[config.mk]
export PLATFORM = sky130hd
export DESIGN_NAME = ast_tx
export DESIGN_NICKNAME = d
export VERILOG_FILES = /design/src/hdl/ast_pkg.sv /design/src/hdl/ast_tx.sv
export SDC_FILE = /design/constraint.sdc
export NUM_CORES = 1
export LEC_CHECK = 0
export BUFFER_PORTS_ARGS = -buffer_cell sky130_fd_sc_hd__buf_2
export CORE_MARGIN = 5
export CORE_UTILIZATION = 36
export DETAILED_ROUTE_END_ITERATION = 6
export GPL_ROUTABILITY_DRIVEN = 0
export SLEW_MARGIN = 10
export SYNTH_ARGS = -nofsm -noshare
export SYNTH_HDL_FRONTEND = slang
export SYNTH_SLANG_ARGS = --single-unit
export TNS_END_PERCENT = 10
[constraint.sdc]
create_clock -name clk_sys -period 5.45 [get_ports clk_sys]
set_input_delay 0.2725 -clock clk_sys [delete_from_list [all_inputs] [get_ports clk_sys]]
set_output_delay 0.2725 -clock clk_sys [all_outputs]
set_load 0.005 [all_outputs]
[src/hdl/ast_pkg.sv]
// Package for the asynchronous serial transmitter: register map, fields, timing.
// Assumes a single 40 MHz system clock and a plain strobe register port.
package ast_pkg;
   // Register offsets (byte-free index on the plain port)
   localparam logic [2:0] ADDR_TX_STATUS_CONTROL = 3'h0;
   localparam logic [2:0] ADDR_RX_STATUS_CONTROL = 3'h1;
   localparam logic [2:0] ADDR_BAUD_CONTROL      = 3'h2;
   localparam logic [2:0] ADDR_BAUD_LOW          = 3'h3;
   localparam logic [2:0] ADDR_BAUD_HIGH         = 3'h4;
   localparam logic [2:0] ADDR_HOLDING_BUFFER    = 3'h5;
   localparam logic [2:0] ADDR_IRQ_CONTROL       = 3'h6;
   // tx_status_control fields
   localparam int TSC_NINE_BIT_SELECT  = 6;
   localparam int TSC_TRANSMIT_ENABLE  = 5;
   localparam int TSC_SYNC_SELECT      = 4;
   localparam int TSC_SHIFTER_EMPTY    = 1;
   localparam int TSC_NINTH_BIT_VALUE  = 0;
   // rx_status_control fields
   localparam int RSC_PORT_ENABLE      = 7;
   // baud_control fields
   localparam int BC_TX_POLARITY_INV   = 4;
   localparam int BC_BAUD_16BIT        = 3;
   // irq control fields
   localparam int IRQ_BUFFER_EMPTY     = 0;
   localparam int IRQ_ENABLE           = 1;
   // Reset values
   localparam logic [7:0] RST_TX_STATUS_CONTROL = 8'h02;
   localparam logic [7:0] RST_RX_STATUS_CONTROL = 8'h00;
   localparam logic [7:0] RST_BAUD_CONTROL      = 8'h00;
   localparam logic [7:0] RST_BAUD_DIV          = 8'h00;
   // Frame shape: start + up to nine data + one stop
   localparam logic [3:0] DATA_BITS_8 = 4'h8;
   localparam logic [3:0] DATA_BITS_9 = 4'h9;
   // Holding-buffer flag settles two instruction cycles after a write
   localparam int FLAG_SETTLE_CYCLES = 2;
   localparam logic MARK_LEVEL  = 1'b1;
   localparam logic SPACE_LEVEL = 1'b0;

   typedef enum {
      AST_IDLE,
      AST_START,
      AST_DATA,
      AST_STOP
   } ast_state_t;

   // Register port request
   typedef struct packed {
      logic [2:0] addr;
      logic [7:0] wdata;
      logic       wr;
      logic       rd;
   } ast_req_t;

   // Serial pin drive
   typedef struct packed {
      logic out;
      logic oe;
   } ast_pin_t;
endpackage

[src/hdl/ast_tx.sv]
// Asynchronous serial transmitter: holding buffer, shifter, baud divider, pin control.
// Assumes synchronous inputs on clk_sys and one-cycle register strobes.
// Operation
// - Line idles at mark; frame is start space, data bits, stop mark.
// - Data bits leave least significant bit first.
// - Every bit holds the line exactly one bit period.
// - Bit period comes from an 8-bit or 16-bit system clock divider.
// - Same format and rate as receiver; no hardware parity.
// - Transmit only when enabled, async selected and port enabled.
// - Port enable together with transmit enable forces the serial pin to drive as output.
// - Disabled transmitter releases the pin for general use.
// - Buffer write starts sending; empty shifter loads at once.
// - Busy shifter: character waits, loads right after the stop bit.
// - Buffer-empty flag set while enabled and the buffer holds nothing.
// - Setting transmit enable sets the buffer-empty flag at once.
// - Buffer-empty flag valid only two cycles after a buffer write.
// - Buffer-empty flag is read-only to software.
// - Flag tracks buffer regardless of its interrupt enable.
// - Shifter-empty status clears on load, sets after last bit out.
// - Shifter-empty drives no interrupt; shifter is not software visible.
// - Polarity bit zero is high-true; one inverts idle and all bits.
// - Nine-bit select sends nine data bits, ninth bit last.
// - Ninth bit is taken with the low byte at the buffer write.
module ast_tx
   import ast_pkg::*;
(
   input  wire logic       clk_sys,   // System clock, 40 MHz
   input  wire logic       rst,       // Synchronous reset, active high
   input  wire ast_req_t   reg_req,   // Register request
   output      logic [7:0] reg_rdata, // Read data, cycle after read strobe
   output      ast_pin_t   tx_pin,    // Serial out pin drive and enable
   output      logic       tx_irq     // Buffer-empty interrupt request
);

   // Software-visible control
   logic [7:0]  tsc_ff;
   logic [7:0]  rsc_ff;
   logic [7:0]  bc_ff;
   logic [7:0]  div_lo_ff;
   logic [7:0]  div_hi_ff;
   logic        irq_en_ff;
   // Holding buffer and shifter
   logic [8:0]  hold_ff;
   logic        hold_full_ff;
   logic [8:0]  shift_ff;
   logic [3:0]  bit_cnt_ff;
   logic [15:0] baud_cnt_ff;
   ast_state_t  state_ff;
   logic        flag_ff;
   logic [1:0]  settle_ff;
   logic [7:0]  rdata_ff;
   ast_pin_t    pin_ff;
   logic        irq_ff;

   logic [7:0]  nxt_rdata;
   logic [15:0] nxt_baud_cnt;
   ast_state_t  nxt_state;
   logic [8:0]  nxt_shift;
   logic [3:0]  nxt_bit_cnt;
   logic        nxt_hold_full;
   logic        nxt_flag;

   // Decoded request
   wire wr_tsc  = reg_req.wr && reg_req.addr == ADDR_TX_STATUS_CONTROL;
   wire wr_rsc  = reg_req.wr && reg_req.addr == ADDR_RX_STATUS_CONTROL;
   wire wr_bc   = reg_req.wr && reg_req.addr == ADDR_BAUD_CONTROL;
   wire wr_lo   = reg_req.wr && reg_req.addr == ADDR_BAUD_LOW;
   wire wr_hi   = reg_req.wr && reg_req.addr == ADDR_BAUD_HIGH;
   wire wr_hold = reg_req.wr && reg_req.addr == ADDR_HOLDING_BUFFER;
   wire wr_irq  = reg_req.wr && reg_req.addr == ADDR_IRQ_CONTROL;

   // Enable and format controls
   wire port_en   = rsc_ff[RSC_PORT_ENABLE];
   wire tx_en     = tsc_ff[TSC_TRANSMIT_ENABLE];
   wire tx_active = tx_en && !tsc_ff[TSC_SYNC_SELECT] && port_en;
   wire nine_bit  = tsc_ff[TSC_NINE_BIT_SELECT];
   wire invert    = bc_ff[BC_TX_POLARITY_INV];
   wire [3:0] data_bits = nine_bit ? DATA_BITS_9 : DATA_BITS_8;
   wire shifter_empty = state_ff == AST_IDLE;
   wire enable_rise = wr_tsc && reg_req.wdata[TSC_TRANSMIT_ENABLE] && !tx_en;

   // Divider: 8-bit uses low byte only, 16-bit uses the pair
   wire [15:0] div_val = bc_ff[BC_BAUD_16BIT] ? {div_hi_ff, div_lo_ff}
                                              : {8'h00, div_lo_ff};
   wire bit_tick = baud_cnt_ff == div_val;

   // Holding buffer loads into shifter when idle, or at end of stop bit
   wire stop_end = state_ff == AST_STOP && bit_tick;
   wire can_load = hold_full_ff && tx_active && (shifter_empty || stop_end);

   // Read mux; shifter itself has no address
   function automatic logic [7:0] tsc_view(input logic [7:0] r, input logic e);
      logic [7:0] v;
      v = r;
      v[TSC_SHIFTER_EMPTY] = e;
      return v;
   endfunction

   always_comb begin
      nxt_rdata = 8'h00;
      if (reg_req.rd) begin
         unique case (reg_req.addr)
            ADDR_TX_STATUS_CONTROL: nxt_rdata = tsc_view(tsc_ff, shifter_empty);
            ADDR_RX_STATUS_CONTROL: nxt_rdata = rsc_ff;
            ADDR_BAUD_CONTROL:      nxt_rdata = bc_ff;
            ADDR_BAUD_LOW:          nxt_rdata = div_lo_ff;
            ADDR_BAUD_HIGH:         nxt_rdata = div_hi_ff;
            ADDR_IRQ_CONTROL:       nxt_rdata = {6'h00, irq_en_ff, flag_ff};
            default:                nxt_rdata = 8'h00;
         endcase
      end
   end

   // Frame sequencer
   always_comb begin
      nxt_state    = state_ff;
      nxt_shift    = shift_ff;
      nxt_bit_cnt  = bit_cnt_ff;
      nxt_baud_cnt = bit_tick ? 16'h0000 : baud_cnt_ff + 16'h0001;
      unique case (state_ff)
         AST_IDLE: begin
            nxt_baud_cnt = 16'h0000;
         end
         AST_START: begin
            if (bit_tick) begin
               nxt_state = AST_DATA;
            end
         end
         AST_DATA: begin
            if (bit_tick) begin
               nxt_shift   = {1'b0, shift_ff[8:1]};
               nxt_bit_cnt = bit_cnt_ff + 4'h1;
               if (bit_cnt_ff == data_bits - 4'h1) begin
                  nxt_state = AST_STOP;
               end
            end
         end
         AST_STOP: begin
            if (bit_tick) begin
               nxt_state = AST_IDLE;
            end
         end
      endcase
      if (can_load) begin
         nxt_shift    = hold_ff;
         nxt_bit_cnt  = 4'h0;
         nxt_baud_cnt = 16'h0000;
         nxt_state    = AST_START;
      end
      if (!tx_active) begin
         nxt_state    = AST_IDLE;
         nxt_baud_cnt = 16'h0000;
      end
   end

   // Buffer occupancy: a write arriving with a load keeps the buffer full
   always_comb begin
      nxt_hold_full = hold_full_ff;
      if (can_load) begin
         nxt_hold_full = 1'b0;
      end
      if (wr_hold && tx_active) begin
         nxt_hold_full = 1'b1;
      end
      if (!tx_en) begin
         nxt_hold_full = 1'b0;
      end
   end

   // Flag follows occupancy, frozen for the settle window after a write
   always_comb begin
      nxt_flag = flag_ff;
      if (settle_ff == 2'd0) begin
         nxt_flag = tx_en && !hold_full_ff;
      end
      if (enable_rise) begin
         nxt_flag = 1'b1;
      end
   end

   // Line level: mark idle, space start, data, mark stop, optional invert
   logic line_bit;
   always_comb begin
      unique case (state_ff)
         AST_IDLE:  line_bit = MARK_LEVEL;
         AST_START: line_bit = SPACE_LEVEL;
         AST_DATA:  line_bit = shift_ff[0];
         AST_STOP:  line_bit = MARK_LEVEL;
      endcase
   end

   // Control registers; flag and shifter-empty never written by software
   always_ff @(posedge clk_sys) begin
      if (rst) begin
         tsc_ff    <= RST_TX_STATUS_CONTROL;
         rsc_ff    <= RST_RX_STATUS_CONTROL;
         bc_ff     <= RST_BAUD_CONTROL;
         div_lo_ff <= RST_BAUD_DIV;
         div_hi_ff <= RST_BAUD_DIV;
         irq_en_ff <= 1'b0;
      end else begin
         if (wr_tsc) tsc_ff <= reg_req.wdata & 8'hFD;
         if (wr_rsc) rsc_ff <= reg_req.wdata;
         if (wr_bc)  bc_ff  <= reg_req.wdata;
         if (wr_lo)  div_lo_ff <= reg_req.wdata;
         if (wr_hi)  div_hi_ff <= reg_req.wdata;
         if (wr_irq) irq_en_ff <= reg_req.wdata[IRQ_ENABLE];
      end
   end

   // Holding buffer data with ninth bit captured at the write
   always_ff @(posedge clk_sys) begin
      if (rst) begin
         hold_ff <= 9'h000;
      end else if (wr_hold && tx_active) begin
         hold_ff <= {nine_bit & tsc_ff[TSC_NINTH_BIT_VALUE], reg_req.wdata};
      end
   end

   // Shifter state
   always_ff @(posedge clk_sys) begin
      if (rst) begin
         state_ff     <= AST_IDLE;
         shift_ff     <= 9'h000;
         bit_cnt_ff   <= 4'h0;
         baud_cnt_ff  <= 16'h0000;
         hold_full_ff <= 1'b0;
      end else begin
         state_ff     <= nxt_state;
         shift_ff     <= nxt_shift;
         bit_cnt_ff   <= nxt_bit_cnt;
         baud_cnt_ff  <= nxt_baud_cnt;
         hold_full_ff <= nxt_hold_full;
      end
   end

   // Flag and settle window
   always_ff @(posedge clk_sys) begin
      if (rst) begin
         flag_ff   <= 1'b0;
         settle_ff <= 2'd0;
      end else begin
         flag_ff   <= nxt_flag;
         settle_ff <= wr_hold ? 2'(FLAG_SETTLE_CYCLES - 1)
                              : (settle_ff != 2'd0 ? settle_ff - 2'd1 : 2'd0);
      end
   end

   // Registered outputs
   always_ff @(posedge clk_sys) begin
      if (rst) begin
         rdata_ff <= 8'h00;
         pin_ff   <= '{out: MARK_LEVEL, oe: 1'b0};
         irq_ff   <= 1'b0;
      end else begin
         rdata_ff   <= nxt_rdata;
         pin_ff.out <= line_bit ^ invert;
         pin_ff.oe  <= port_en && tx_en;
         irq_ff     <= nxt_flag && irq_en_ff;
      end
   end

   assign reg_rdata = rdata_ff;
   assign tx_pin    = pin_ff;
   assign tx_irq    = irq_ff;

endmodule

# Word-level counts from Yosys, hierarchy flattened
# Cells that the tools add are included.
# op_classes
addsub	4
eq_ne	20
muxes	19
bitwise_logic	6
n_reduce_logical	44
# op_table
op	count
32-bit two-way mux	4
32-bit one-hot mux with 3 select lines	1
32-bit by 2-bit equality test with 1-bit output (second input constant)	2
32-bit logical NOT	2
8-bit one-hot mux with 6 select lines	1
32-bit by 1-bit equality test with 1-bit output (second input constant)	1
32-bit by 3-bit equality test with 1-bit output (second input constant)	1
9-bit two-way mux	3
1-bit logical AND	18
16-bit by 1-bit adder with 16-bit output (second input constant)	1
16-bit equality test	1
16-bit two-way mux	1
3-bit != test (second input constant)	4
5-bit AND reduction	2
2-bit OR reduction	5
3-bit equality test (second input constant)	3
1-bit two-way mux	8
2-bit != test (second input constant)	4
2-bit nonzero test	4
3-bit by 2-bit equality test with 1-bit output (second input constant)	2
3-bit OR reduction	2
5-bit OR reduction	1
4-bit by 1-bit adder with 4-bit output (second input constant)	1
4-bit equality test	1
other kinds (14)	20
# totals
ff_bits	126
inputBits	15
out_inout_bits	11
word_cells	113

# Depth between registers and ports, before layout
# Gate-level depths: netlist of run 1.
# depth
depth_word	7
ltp_mapped	9
ltp_nobuf	7

# Least setup slack after synthesis of run 1
# OpenSTA, ideal clock, no wires.
# synth_timing
path_type	reg2reg
from	reg baud_cnt_ff[13]
to	reg state_ff[1]
setup_ns	0.104
arrival_time_ns	2.014
required_ns	5.346
slack_ns	3.333
path_stages_with_launch	8
n_path_buf	1
synth_period_minus_slack_ns	2.117
path_cell_list	dfxtp_1 > buf_4 > nand2_1 > or4b_4 > a32oi_2 > a31oi_1 > or4_1 > a2111oi_2
# synth_between
elab_chain_cells	5
elab_cells_between_ends	9
classes_between	eq/ne: 4; reduce/logical: 5
# synth_lines
item	line	rtl
start: declaration	ast_tx.sv:47	logic [15:0] baud_cnt_ff;
start signal: assignment	ast_tx.sv:232	baud_cnt_ff <= nxt_baud_cnt;
16-bit equality test *	ast_tx.sv:85	wire bit_tick = baud_cnt_ff == div_val;
1-bit logical AND	ast_tx.sv:88	wire stop_end = state_ff == AST_STOP && bit_tick;
1-bit logical OR	ast_tx.sv:89	wire can_load = hold_full_ff && tx_active && (shifter_empty || stop_end);
1-bit logical AND	ast_tx.sv:89	
3-bit OR reduction (no source line)	n/a	
end signal: assignment	ast_tx.sv:229	state_ff <= nxt_state;
end: declaration	ast_tx.sv:48	ast_state_t state_ff;
# Every way passes the cells marked *; elsewhere a longest branch is shown, timed or not.
# A chain may end at the register's enable or synchronous reset.

# Worst setup path after layout of run 1
# layout_timing
from	reg bc_ff[3]
to	reg bit_cnt_ff[3]
# layout_between
elab_chain_cells	6
elab_cells_between_ends	7
classes_between	eq/ne: 1; mux: 1; reduce/logical: 5
# layout_lines
item	line	rtl
start: declaration	ast_tx.sv:38	logic [7:0] bc_ff;
start signal: assignment	ast_tx.sv:204	if (wr_bc) bc_ff <= reg_req.wdata;
16-bit two-way mux *	ast_tx.sv:83	wire [15:0] div_val = bc_ff[BC_BAUD_16BIT] ? {div_hi_ff, div_lo_ff}
16-bit equality test *	ast_tx.sv:85	
1-bit logical AND	ast_tx.sv:88	
1-bit logical OR	ast_tx.sv:89	
1-bit logical AND	ast_tx.sv:89	
2-bit OR reduction (no source line)	n/a	
end signal: assignment	ast_tx.sv:231	bit_cnt_ff <= nxt_bit_cnt;
end: declaration	ast_tx.sv:46	logic [3:0] bit_cnt_ff;
# Marks and branches as above.

==> results.toml, run 1 <==
[hold_path]
hp-class = "in2reg"
hp-start = "reg_req[3]"
holdPathEnd = "rsc_ff[1]"
worstHoldPathCells = 3

[sta]
setup_viol = 0
min_period_ns = 2.74
finClkSkew_ns = 0.00709
tightest_slew_ns = 1.01
finalCritPeriodShare_pct = 50.3
worst_slew_margin_rel_pct = 32.6
fmax_mhz = 365
hold_viol = 0
setup-tns-final_ns = 0
rsz0062_at_grt = "false"
slew_violations = 0

[synth]
ys_seq_elements = 95
yosys-mux-area-fraction_pct = 8.04
syn_avg_cell_area_sq_um = 8.40
syn-cell-area_sq_um = 4340
ys_seq_area_share_pct = 43.8
synth_edf_count = 0
synthAdderAreaFrac_pct = 3.17
synth_top_family_by_area = "simple AND/OR/NAND/NOR gates"
synth-xor-area-share_pct = 5.65
synth_fp_nets = 543
synthArstFlopShare_pct = 0
synth-simple-area-share_pct = 22.2
synth_flop_cell = "dfxtp_1"
syn_inst = 517
synth.distinct_cells = 49
yosysWarnings = 0
synth_compound_area_share_pct = 13.9

[clock_network]
insertion_delay_ns = 0.34
cts.repair.resized = 0
clk_pin_slew_ns = 0.07
cts_hold_buffers = 0
cts.sinks = 95
h-tree-depth = 3
root_buffer = "clkbuf_16"
post_cts.repair.setup_buffers = 0
cts_tree = "yes"
cts_buffer_depth = 2
cts_made_buffers = 9

[setup_path]
critPathCaptureType = "register"
crit_path_start_kind = "register"
critical_path_arrival_ns = 3.00
critPathMaxStageDelay_ns = 0.55
setup.worst_path.class = "reg2reg"
cp_max_fo = 15
crit_path_top_delay_cell = "dfxtp_1"
required_ns = 5.70
path_cells = "nand2_1 > or4b_4 > a32oi_2 > nand4_2 > or3_1 > a211oi_1"
worstReg2RegEnd = "bit_cnt_ff[3]"
crit_family = "simple AND/OR/NAND/NOR gates"
path_buf_inv = 0
worst-r2r-setup-slack_ns = 2.71
r2r_cells = 6
reg2reg_from = "bc_ff[3]"

[layout]
diodes = 0
nFillCells = 1223
multiInputGateArea_sq_um = 2300
sequential_cell_area_sq_um = 1900
drive_above_1_share_pct = 9.57
final_area_sq_um = 4850
area_growth_pct = 11.8
fin_nets = 554

[power]
ir_drop_mv = 0.105
p_per_area_nw_per_um2 = 292
total_power_uw = 1420
p_leak_uw = 0.00174

[global_route]
grt_usage_pct = 16.1
grt_pass1_vias = 3473
grt_max_degree = 62
antenna_found_initial = 0
gr-total-overflow = 0
grt_pass1_wl_mm = 18.2

[job]
cap_violations = 0

[floorplanning]
rows = 40
die_w_microns = 120
die_h_microns = 120
die_area_sq_um = 14400
coreArea_sq_um = 11900
num_io_pins = 26
initial_core_util_pct = 36.5

[placement]
place_area_sq_um = 4560
io_buffers = 25
dpl.hpwl_mm = 7.97

[detailed_routing]
ant_nets = 0
initialDrtViolationCount = 302
wl_mm = 11.0
firstDrtPassIters = 6
wl_per_cell_microns = 16.2
vias = 3604
routed_via_density = 5.30
drc = 0

[run_status]
status = "completed"
-- synth_stat cells (3+ instances only) --
cell | instances | share of area [%]
a211oi_1 | 4 | 0.69
a21oi_1 | 60 | 6.9
a22oi_1 | 3 | 0.52
and3_1 | 9 | 1.3
buf_1 | 6 | 0.52
buf_2 | 3 | 0.35
clkbuf_1 | 16 | 1.4
dfxtp_1 | 95 | 44
ha_1 | 11 | 3.2
inv_1 | 8 | 0.69
mux2i_1 | 27 | 6.2
mux4_2 | 3 | 1.6
nand2_1 | 100 | 8.6
nand2b_1 | 3 | 0.43
nand3_1 | 12 | 1.4
nand4_1 | 8 | 1.2
nor2_1 | 53 | 4.6
nor3_1 | 9 | 1.0
o21ai_0 | 13 | 1.5
o31ai_1 | 9 | 1.6
or3_1 | 5 | 0.72
xnor2_1 | 17 | 3.4
xor2_1 | 11 | 2.2
-- worst max-delay path by stage --
stage	start	end	slack (ns)	cells after the start
floorplan	baud_cnt_ff[13]	state_ff[1]	3.33	7
global placement	bc_ff[3]	bit_cnt_ff[3]	2.81	6
detailed placement	bc_ff[3]	bit_cnt_ff[2]	2.68	6
CTS	bc_ff[3]	bit_cnt_ff[3]	2.70	6
global route	bc_ff[3]	bit_cnt_ff[3]	2.42	6
finish	bc_ff[3]	bit_cnt_ff[3]	2.71	6
-- through the flow --
stage	util, %	std cells	hold slack, ns	setup WS (ns)
2_1_floorplan	-	517	0.408	3.33
3_3_place_gp	38.2	664	0.443	2.81
3_5_place_dp	38.2	664	0.447	2.68
4_1_cts	40.8	680	0.241	2.70
5_1_grt	40.8	680	0.252	2.42
6_report	40.8	680	0.245	2.71
-- metal layers --
layer  routed length (microns)  GRT usage, %  share of wire [%]
met2                      4840          24.0                 44
met1                      5410          23.1                 49
met5                         0             0                  0
met3                       625          4.15                5.7
met4                       147          4.29                1.3
-- worst reg2reg max path, stage by stage (launching register included) --
cell and delay [ns]:
dfxtp_1 0.55, nand2_1 0.09, or4b_4 0.49, a32oi_2 0.30
nand4_2 0.47, or3_1 0.51, a211oi_1 0.25
-- kinds of logic after synthesis --
family / after synthesis
and+or+nand+nor: 214
AOI/OAI and AO/OA: 102
DFF: 95
buffers and inverters: 36
muxes: 31
xor gates and xnor gates: 28
adders and majority gates: 11
-- sequential cells by signal, summed over array words and instances, names as in the netlist --
| name | count |
|---|---|
| hold_ff | 9 |
| tx_irq | 1 |
| bit_cnt_ff | 4 |
| bc_ff | 8 |
| baud_cnt_ff | 16 |
| shift_ff | 9 |
| tsc_ff | 7 |
| irq_en_ff | 1 |
| tx_pin | 2 |
| settle_ff | 2 |
| reg_rdata | 8 |
| rsc_ff | 8 |
| div_lo_ff | 8 |
| flag_ff | 1 |
| div_hi_ff | 8 |
| hold_full_ff | 1 |
| state_ff | 2 |
-- report_power, final --
part	leakage, uW	internal [uW]	switching [uW]
combinational	0.000826	21.1	49.0
clock	0.000146	368	269
sequential	0.000767	701	6.77
total	0.00174	1090	325
-- final cells by class --
cell class | count | area share, %
repair buffers | 26 | 2.73
well taps | 147 | 3.79
clock inverters | 5 | 1.16
inverters | 10 | 0.773
multi-input cells | 386 | 47.4
clock buffers | 11 | 5.00
flip-flops and latches | 95 | 39.2
-- cells in the final DEF, fill, tap and decap left out, types with 3 or more instances in the layout --
master and count:
dfxtp_1 95, clkbuf_16 9, nor2_1 53, a22oi_1 3, nand3_1 12, mux4_2 3, mux2i_1 27, a211oi_1 4
and3_1 9, xnor2_1 17, or3_1 5, xor2_1 11, buf_2 25, nand2b_1 3, nand4_1 8, o31ai_1 9
ha_1 11, o21ai_0 13, a21oi_1 60, nand2_1 100, inv_1 8, nor3_1 9
No activity file was read; power rests on OpenSTA's default activity.
==> run 2: changes to the inputs <==
- clock period: 5.45 -> 2.68 ns (I/O delays scaled with it)
==> results.toml, run 2 (synthesis gave the netlist of run 1 again) <==
[setup_path]
crit_path_start_kind = "register"
reg2reg_from = "baud_cnt_ff[13]"
required_ns = 2.92
setup.worst_path.class = "reg2reg"
critPathMaxStageDelay_ns = 0.49
crit_family = "simple AND/OR/NAND/NOR gates"
critPathCaptureType = "register"
crit_path_top_delay_cell = "or4b_4"
crit_start = "baud_cnt_ff[13]"
path_cells = "nand2_1 > or4b_4 > a32oi_2 > a31oi_1 > or4_1 > a2111oi_2"
cp_max_fo = 6
critical_path_arrival_ns = 2.59
path_buf_inv = 0

[placement]
io_buffers = 25
dp_slack_ns = 0.260
dpl.hpwl_mm = 8.04

[clock_network]
cts_buffer_depth = 2
cts_hold_buffers = 0
insertion_delay_ns = 0.35
cts.sinks = 95
clk_pin_slew_ns = 0.07
root_buffer = "clkbuf_16"
h-tree-depth = 3
cts_made_buffers = 9
cts_tree = "yes"

[global_route]
grt_pass1_wl_mm = 18.2
antenna_found_initial = 0
grt_pass1_vias = 3487
gr-total-overflow = 0
grt_usage_pct = 16.0
grt_max_degree = 44

[detailed_routing]
initialDrtViolationCount = 299
routed_via_density = 5.39
wl_mm = 11.1
drc = 0
firstDrtPassIters = 5
wl_per_cell_microns = 16.1
vias = 3698
ant_nets = 0

[layout]
diodes = 0
layout_commonest_cell = "nand2_1"
post-route-util_pct = 41.2
top_regs = "baud_cnt_ff: 16 flops, hold_ff: 9 flops, shift_ff: 9 flops"
largest_reg_flops = 16
area_growth_pct = 13.0
fin_nets = 560
top_register = "baud_cnt_ff"
drive_above_1_share_pct = 10.8
nFillCells = 1203
mostFrequentLayoutCells = "nand2_1 (100), dfxtp_1 (95), a21oi_1 (60)"

[power]
ir_drop_mv = 0.309
total_power_uw = 2880
p_leak_uw = 0.00176
p_per_area_nw_per_um2 = 587

[sta]
fmax_mhz = 425
layout_setup_ws_ns = 0.329
setup_viol = 0
slew_violations = 0
tightest_slew_ns = 0.806
worst_slew_margin_rel_pct = 45.8
hold_viol = 0
min_period_ns = 2.35
finalCritPeriodShare_pct = 87.7
finClkSkew_ns = 0.00666
setup-tns-final_ns = 0
rsz0062_at_grt = "false"
hold-worst-slack_ns = 0.108

[hold_path]
hp-class = "in2reg"
hp-start = "reg_req[7]"

[floorplanning]
die_w_microns = 120
die_h_microns = 120
initial_core_util_pct = 36.5
die_area_sq_um = 14400
rows = 40
num_io_pins = 26
coreArea_sq_um = 11900

[run_status]
status = "completed"

[job]
cap_violations = 0
-- run 2: changes by cell type in the layout (fill, tap and decap cells not counted) --
cell and change:
buf_4 +6, clkinv_2 -1, a31oi_2 +1, clkinvlp_4 +2, inv_6 -1, a31oi_1 -1
-- run 2: layout make-up --
| class | count | area [sq um] | share of cell area, % |
|---|---|---|---|
| Timing Repair Buffer | 32 | 178 | 3.62 |
| Multi-Input combinational cell | 386 | 2310 | 47.0 |
| Clock buffer | 11 | 243 | 4.95 |
| Clock inverter | 5 | 57.6 | 1.17 |
| Inverter | 10 | 37.5 | 0.765 |
| Sequential cell | 95 | 1900 | 38.8 |
| Tap cell | 147 | 184 | 3.75 |
-- run 2: power by group --
part,internal [uW],switching (uW)
Combinational,47.1,102
Clock,747,545
Sequential,1430,13.2
Total,2220,660
-- run 2: path summary, 6_finish.rpt --
path	end	slack (ns)	cells after the start
worst max-delay path	state_ff[1]	0.33	6
worst min-delay path	bc_ff[5]	0.11	3
worst max register to register	state_ff[1]	0.33	6
worst min register to register	bc_ff[5]	0.46	2
-- run 2: metrics by stage --
| stage | instances | cell area [sq um] |
|---|---|---|
| final | 686 | 4910 |
| after global routing | 686 | 4910 |
| after CTS | 686 | 4900 |
| after detailed placement | 670 | 4600 |
| after global placement | 670 | 4600 |
| after floorplan | 517 | 4340 |
-- run 2: repair_timing --
item	in CTS	in global routing
setup endpoints to repair	0	1
setup buffers	0	0
gates resized for setup	0	1
-- run 2: worst min-delay path, delay by kind of cell --
family	cells	cell delay, ns
compound gates	1	0.05
buf+inv	1	0.15
simple gates	1	0.07
-- run 2: routing by layer --
layer	GRT usage [%]	routed length [microns]	part of all wire (%)	vias up
met5	0	0	0	-
met4	6.23	214	1.9	0
met3	3.25	565	5.1	16
met2	24.3	4840	44	93
met1	22.3	5450	49	1754
li1	-	-	-	1835
==> run 3: changes to the inputs <==
- CORE_MARGIN: 5 -> 2
- CORE_UTILIZATION: 36 -> 55
- PLACE_DENSITY: unset -> 0.73
- clock period: 2.68 -> 2.4 ns (I/O delays scaled with it)
==> results.toml, run 3 (synthesis gave the netlist of run 1 again) <==
[layout]
area_growth_pct = 10.4
mostFrequentLayoutCells = "nand2_1 (100), dfxtp_1 (95), a21oi_1 (60)"
top_register = "baud_cnt_ff"
final_cells = 646
diodes = 0
layout_commonest_cell = "nand2_1"
drive_above_1_share_pct = 11.8
top_regs = "baud_cnt_ff: 16 flops, hold_ff: 9 flops, shift_ff: 9 flops"
fin_nets = 565
largest_reg_flops = 16

[setup_path]
crit_path_start_kind = "register"
r2r_cells = 5
worst-r2r-setup-slack_ns = 0.17
worstReg2RegEnd = "state_ff[1]"
reg2reg_from = "div_hi_ff[5]"
cp_max_fo = 5
setup.worst_path.class = "reg2reg"
critPathMaxStageDelay_ns = 0.50
crit_path_top_delay_cell = "or4b_4"
path_cells = "or4b_4 > a32oi_2 > a31oi_1 > or4_1 > a2111oi_2"
critPathCaptureType = "register"
critical_path_arrival_ns = 2.50
required_ns = 2.67
cp-endpoint = "state_ff[1]"
crit_start = "div_hi_ff[5]"

[global_route]
grt_pass1_vias = 3525
grt_max_degree = 55
gr-total-overflow = 0
antenna_found_initial = 0
grt_pass1_wl_mm = 17.8
grt_usage_pct = 26.5

[power]
ir_drop_mv = 0.348
p_per_area_nw_per_um2 = 604
p_leak_uw = 0.00175

[sta]
setup_viol = 0
rsz0062_at_grt = "false"
worst_slew_margin_rel_pct = 56.9
finalCritPeriodShare_pct = 92.7
setup-tns-final_ns = 0
min_period_ns = 2.23
fmax_mhz = 449
hold-worst-slack_ns = 0.0439
finClkSkew_ns = 0.00895
slew_violations = 0
tightest_slew_ns = 0.643
hold_viol = 0

[detailed_routing]
initialDrtViolationCount = 227
wl_mm = 10.7
firstDrtPassIters = 4
wl_per_cell_microns = 16.6
ant_nets = 0
routed_via_density = 5.71
vias = 3689
drc = 0

[clock_network]
cts.sinks = 95
cts_buffer_depth = 2
insertion_delay_ns = 0.37
h-tree-depth = 3
cts_made_buffers = 9
cts_hold_buffers = 0
cts_tree = "yes"
root_buffer = "clkbuf_8"
post_cts.repair.setup_buffers = 0
clk_pin_slew_ns = 0.10

[floorplanning]
rows = 32
num_io_pins = 26
initial_core_util_pct = 56.5
die_h_microns = 92.9
die_area_sq_um = 8630
die_w_microns = 92.9
coreArea_sq_um = 7690

[run_status]
status = "completed"

[placement]
dpl.hpwl_mm = 7.66
io_buffers = 25
dp_cells = 630

[hold_path]
hp-class = "in2reg"

[job]
cap_violations = 0
[run 3: cell types whose count changed in the layout (fill, tap and decap cells not counted), sizes merged]
cell      change
inv           +4
buf           +5
clkbuf        -2
clkinvlp      -2
[run 3: metal layers]
metal  wire [microns]  track usage, %  share of wire [%]  vias up
met5                0               0                  0        -
met4              404            13.6                3.8        0
met3              619            3.99                5.8       32
met2             4880            40.7                 46      130
met1             4790            36.2                 45     1700
li1                 -               -                  -     1827
[run 3: metrics by stage]
step	setup slack (ns)	total power, uW	cell area [sq um]	utilization [%]
6_report	0.174	2900	4800	62.4
3_5_place_dp	0.127	1800	4580	59.6
5_1_grt	0.0430	2980	4800	62.4
2_1_floorplan	0.283	1740	4340	-
4_1_cts	0.0974	2900	4790	62.3
3_3_place_gp	0.234	1800	4580	59.6
[run 3: timing repair]
item,in CTS,in global routing
gates resized for setup,0,1
hold endpoints to repair,0,0
endpoints found under the setup margin,0,21
[run 3: worst min-delay path by stage]
stage / start / to / slack (ns) / cells past startpoint
2_1_floorplan: reg_req[2] / bc_ff[0] / 0.26 / 2
3_3_place_gp: rst / bit_cnt_ff[3] / 0.43 / 2
3_5_place_dp: rst / state_ff[1] / 0.44 / 2
4_1_cts: rst / bit_cnt_ff[3] / 0.04 / 2
5_1_grt: reg_req[3] / rsc_ff[1] / 0.05 / 3
6_report: rst / bit_cnt_ff[3] / 0.04 / 2
[run 3: layout make-up]
type | instances | area, sq um
tap | 102 | 128
inverter | 10 | 37.5
sequential | 95 | 1900
clock inverter | 7 | 86.3
fill | 682 | 2890
clock buffer | 9 | 124
multi-input combinational | 386 | 2300
timing repair buffer | 37 | 215
[run 3: critical path: cells and delay by family (launching register included)]
| kind | cells | cell delay (ns) |
|---|---|---|
| AOI/OAI and AO/OA | 3 | 0.75 |
| DFF | 1 | 0.45 |
| and+or+nand+nor | 2 | 0.94 |
[run 3: power breakdown]
part / total, uW / leakage (uW) / switching (uW) / internal (uW)
clock: 1130 / 0.000104 / 623 / 506
combinational: 163 / 0.000883 / 111 / 52.1
sequential: 1610 / 0.000767 / 15.5 / 1590
total: 2900 / 0.00175 / 750 / 2150
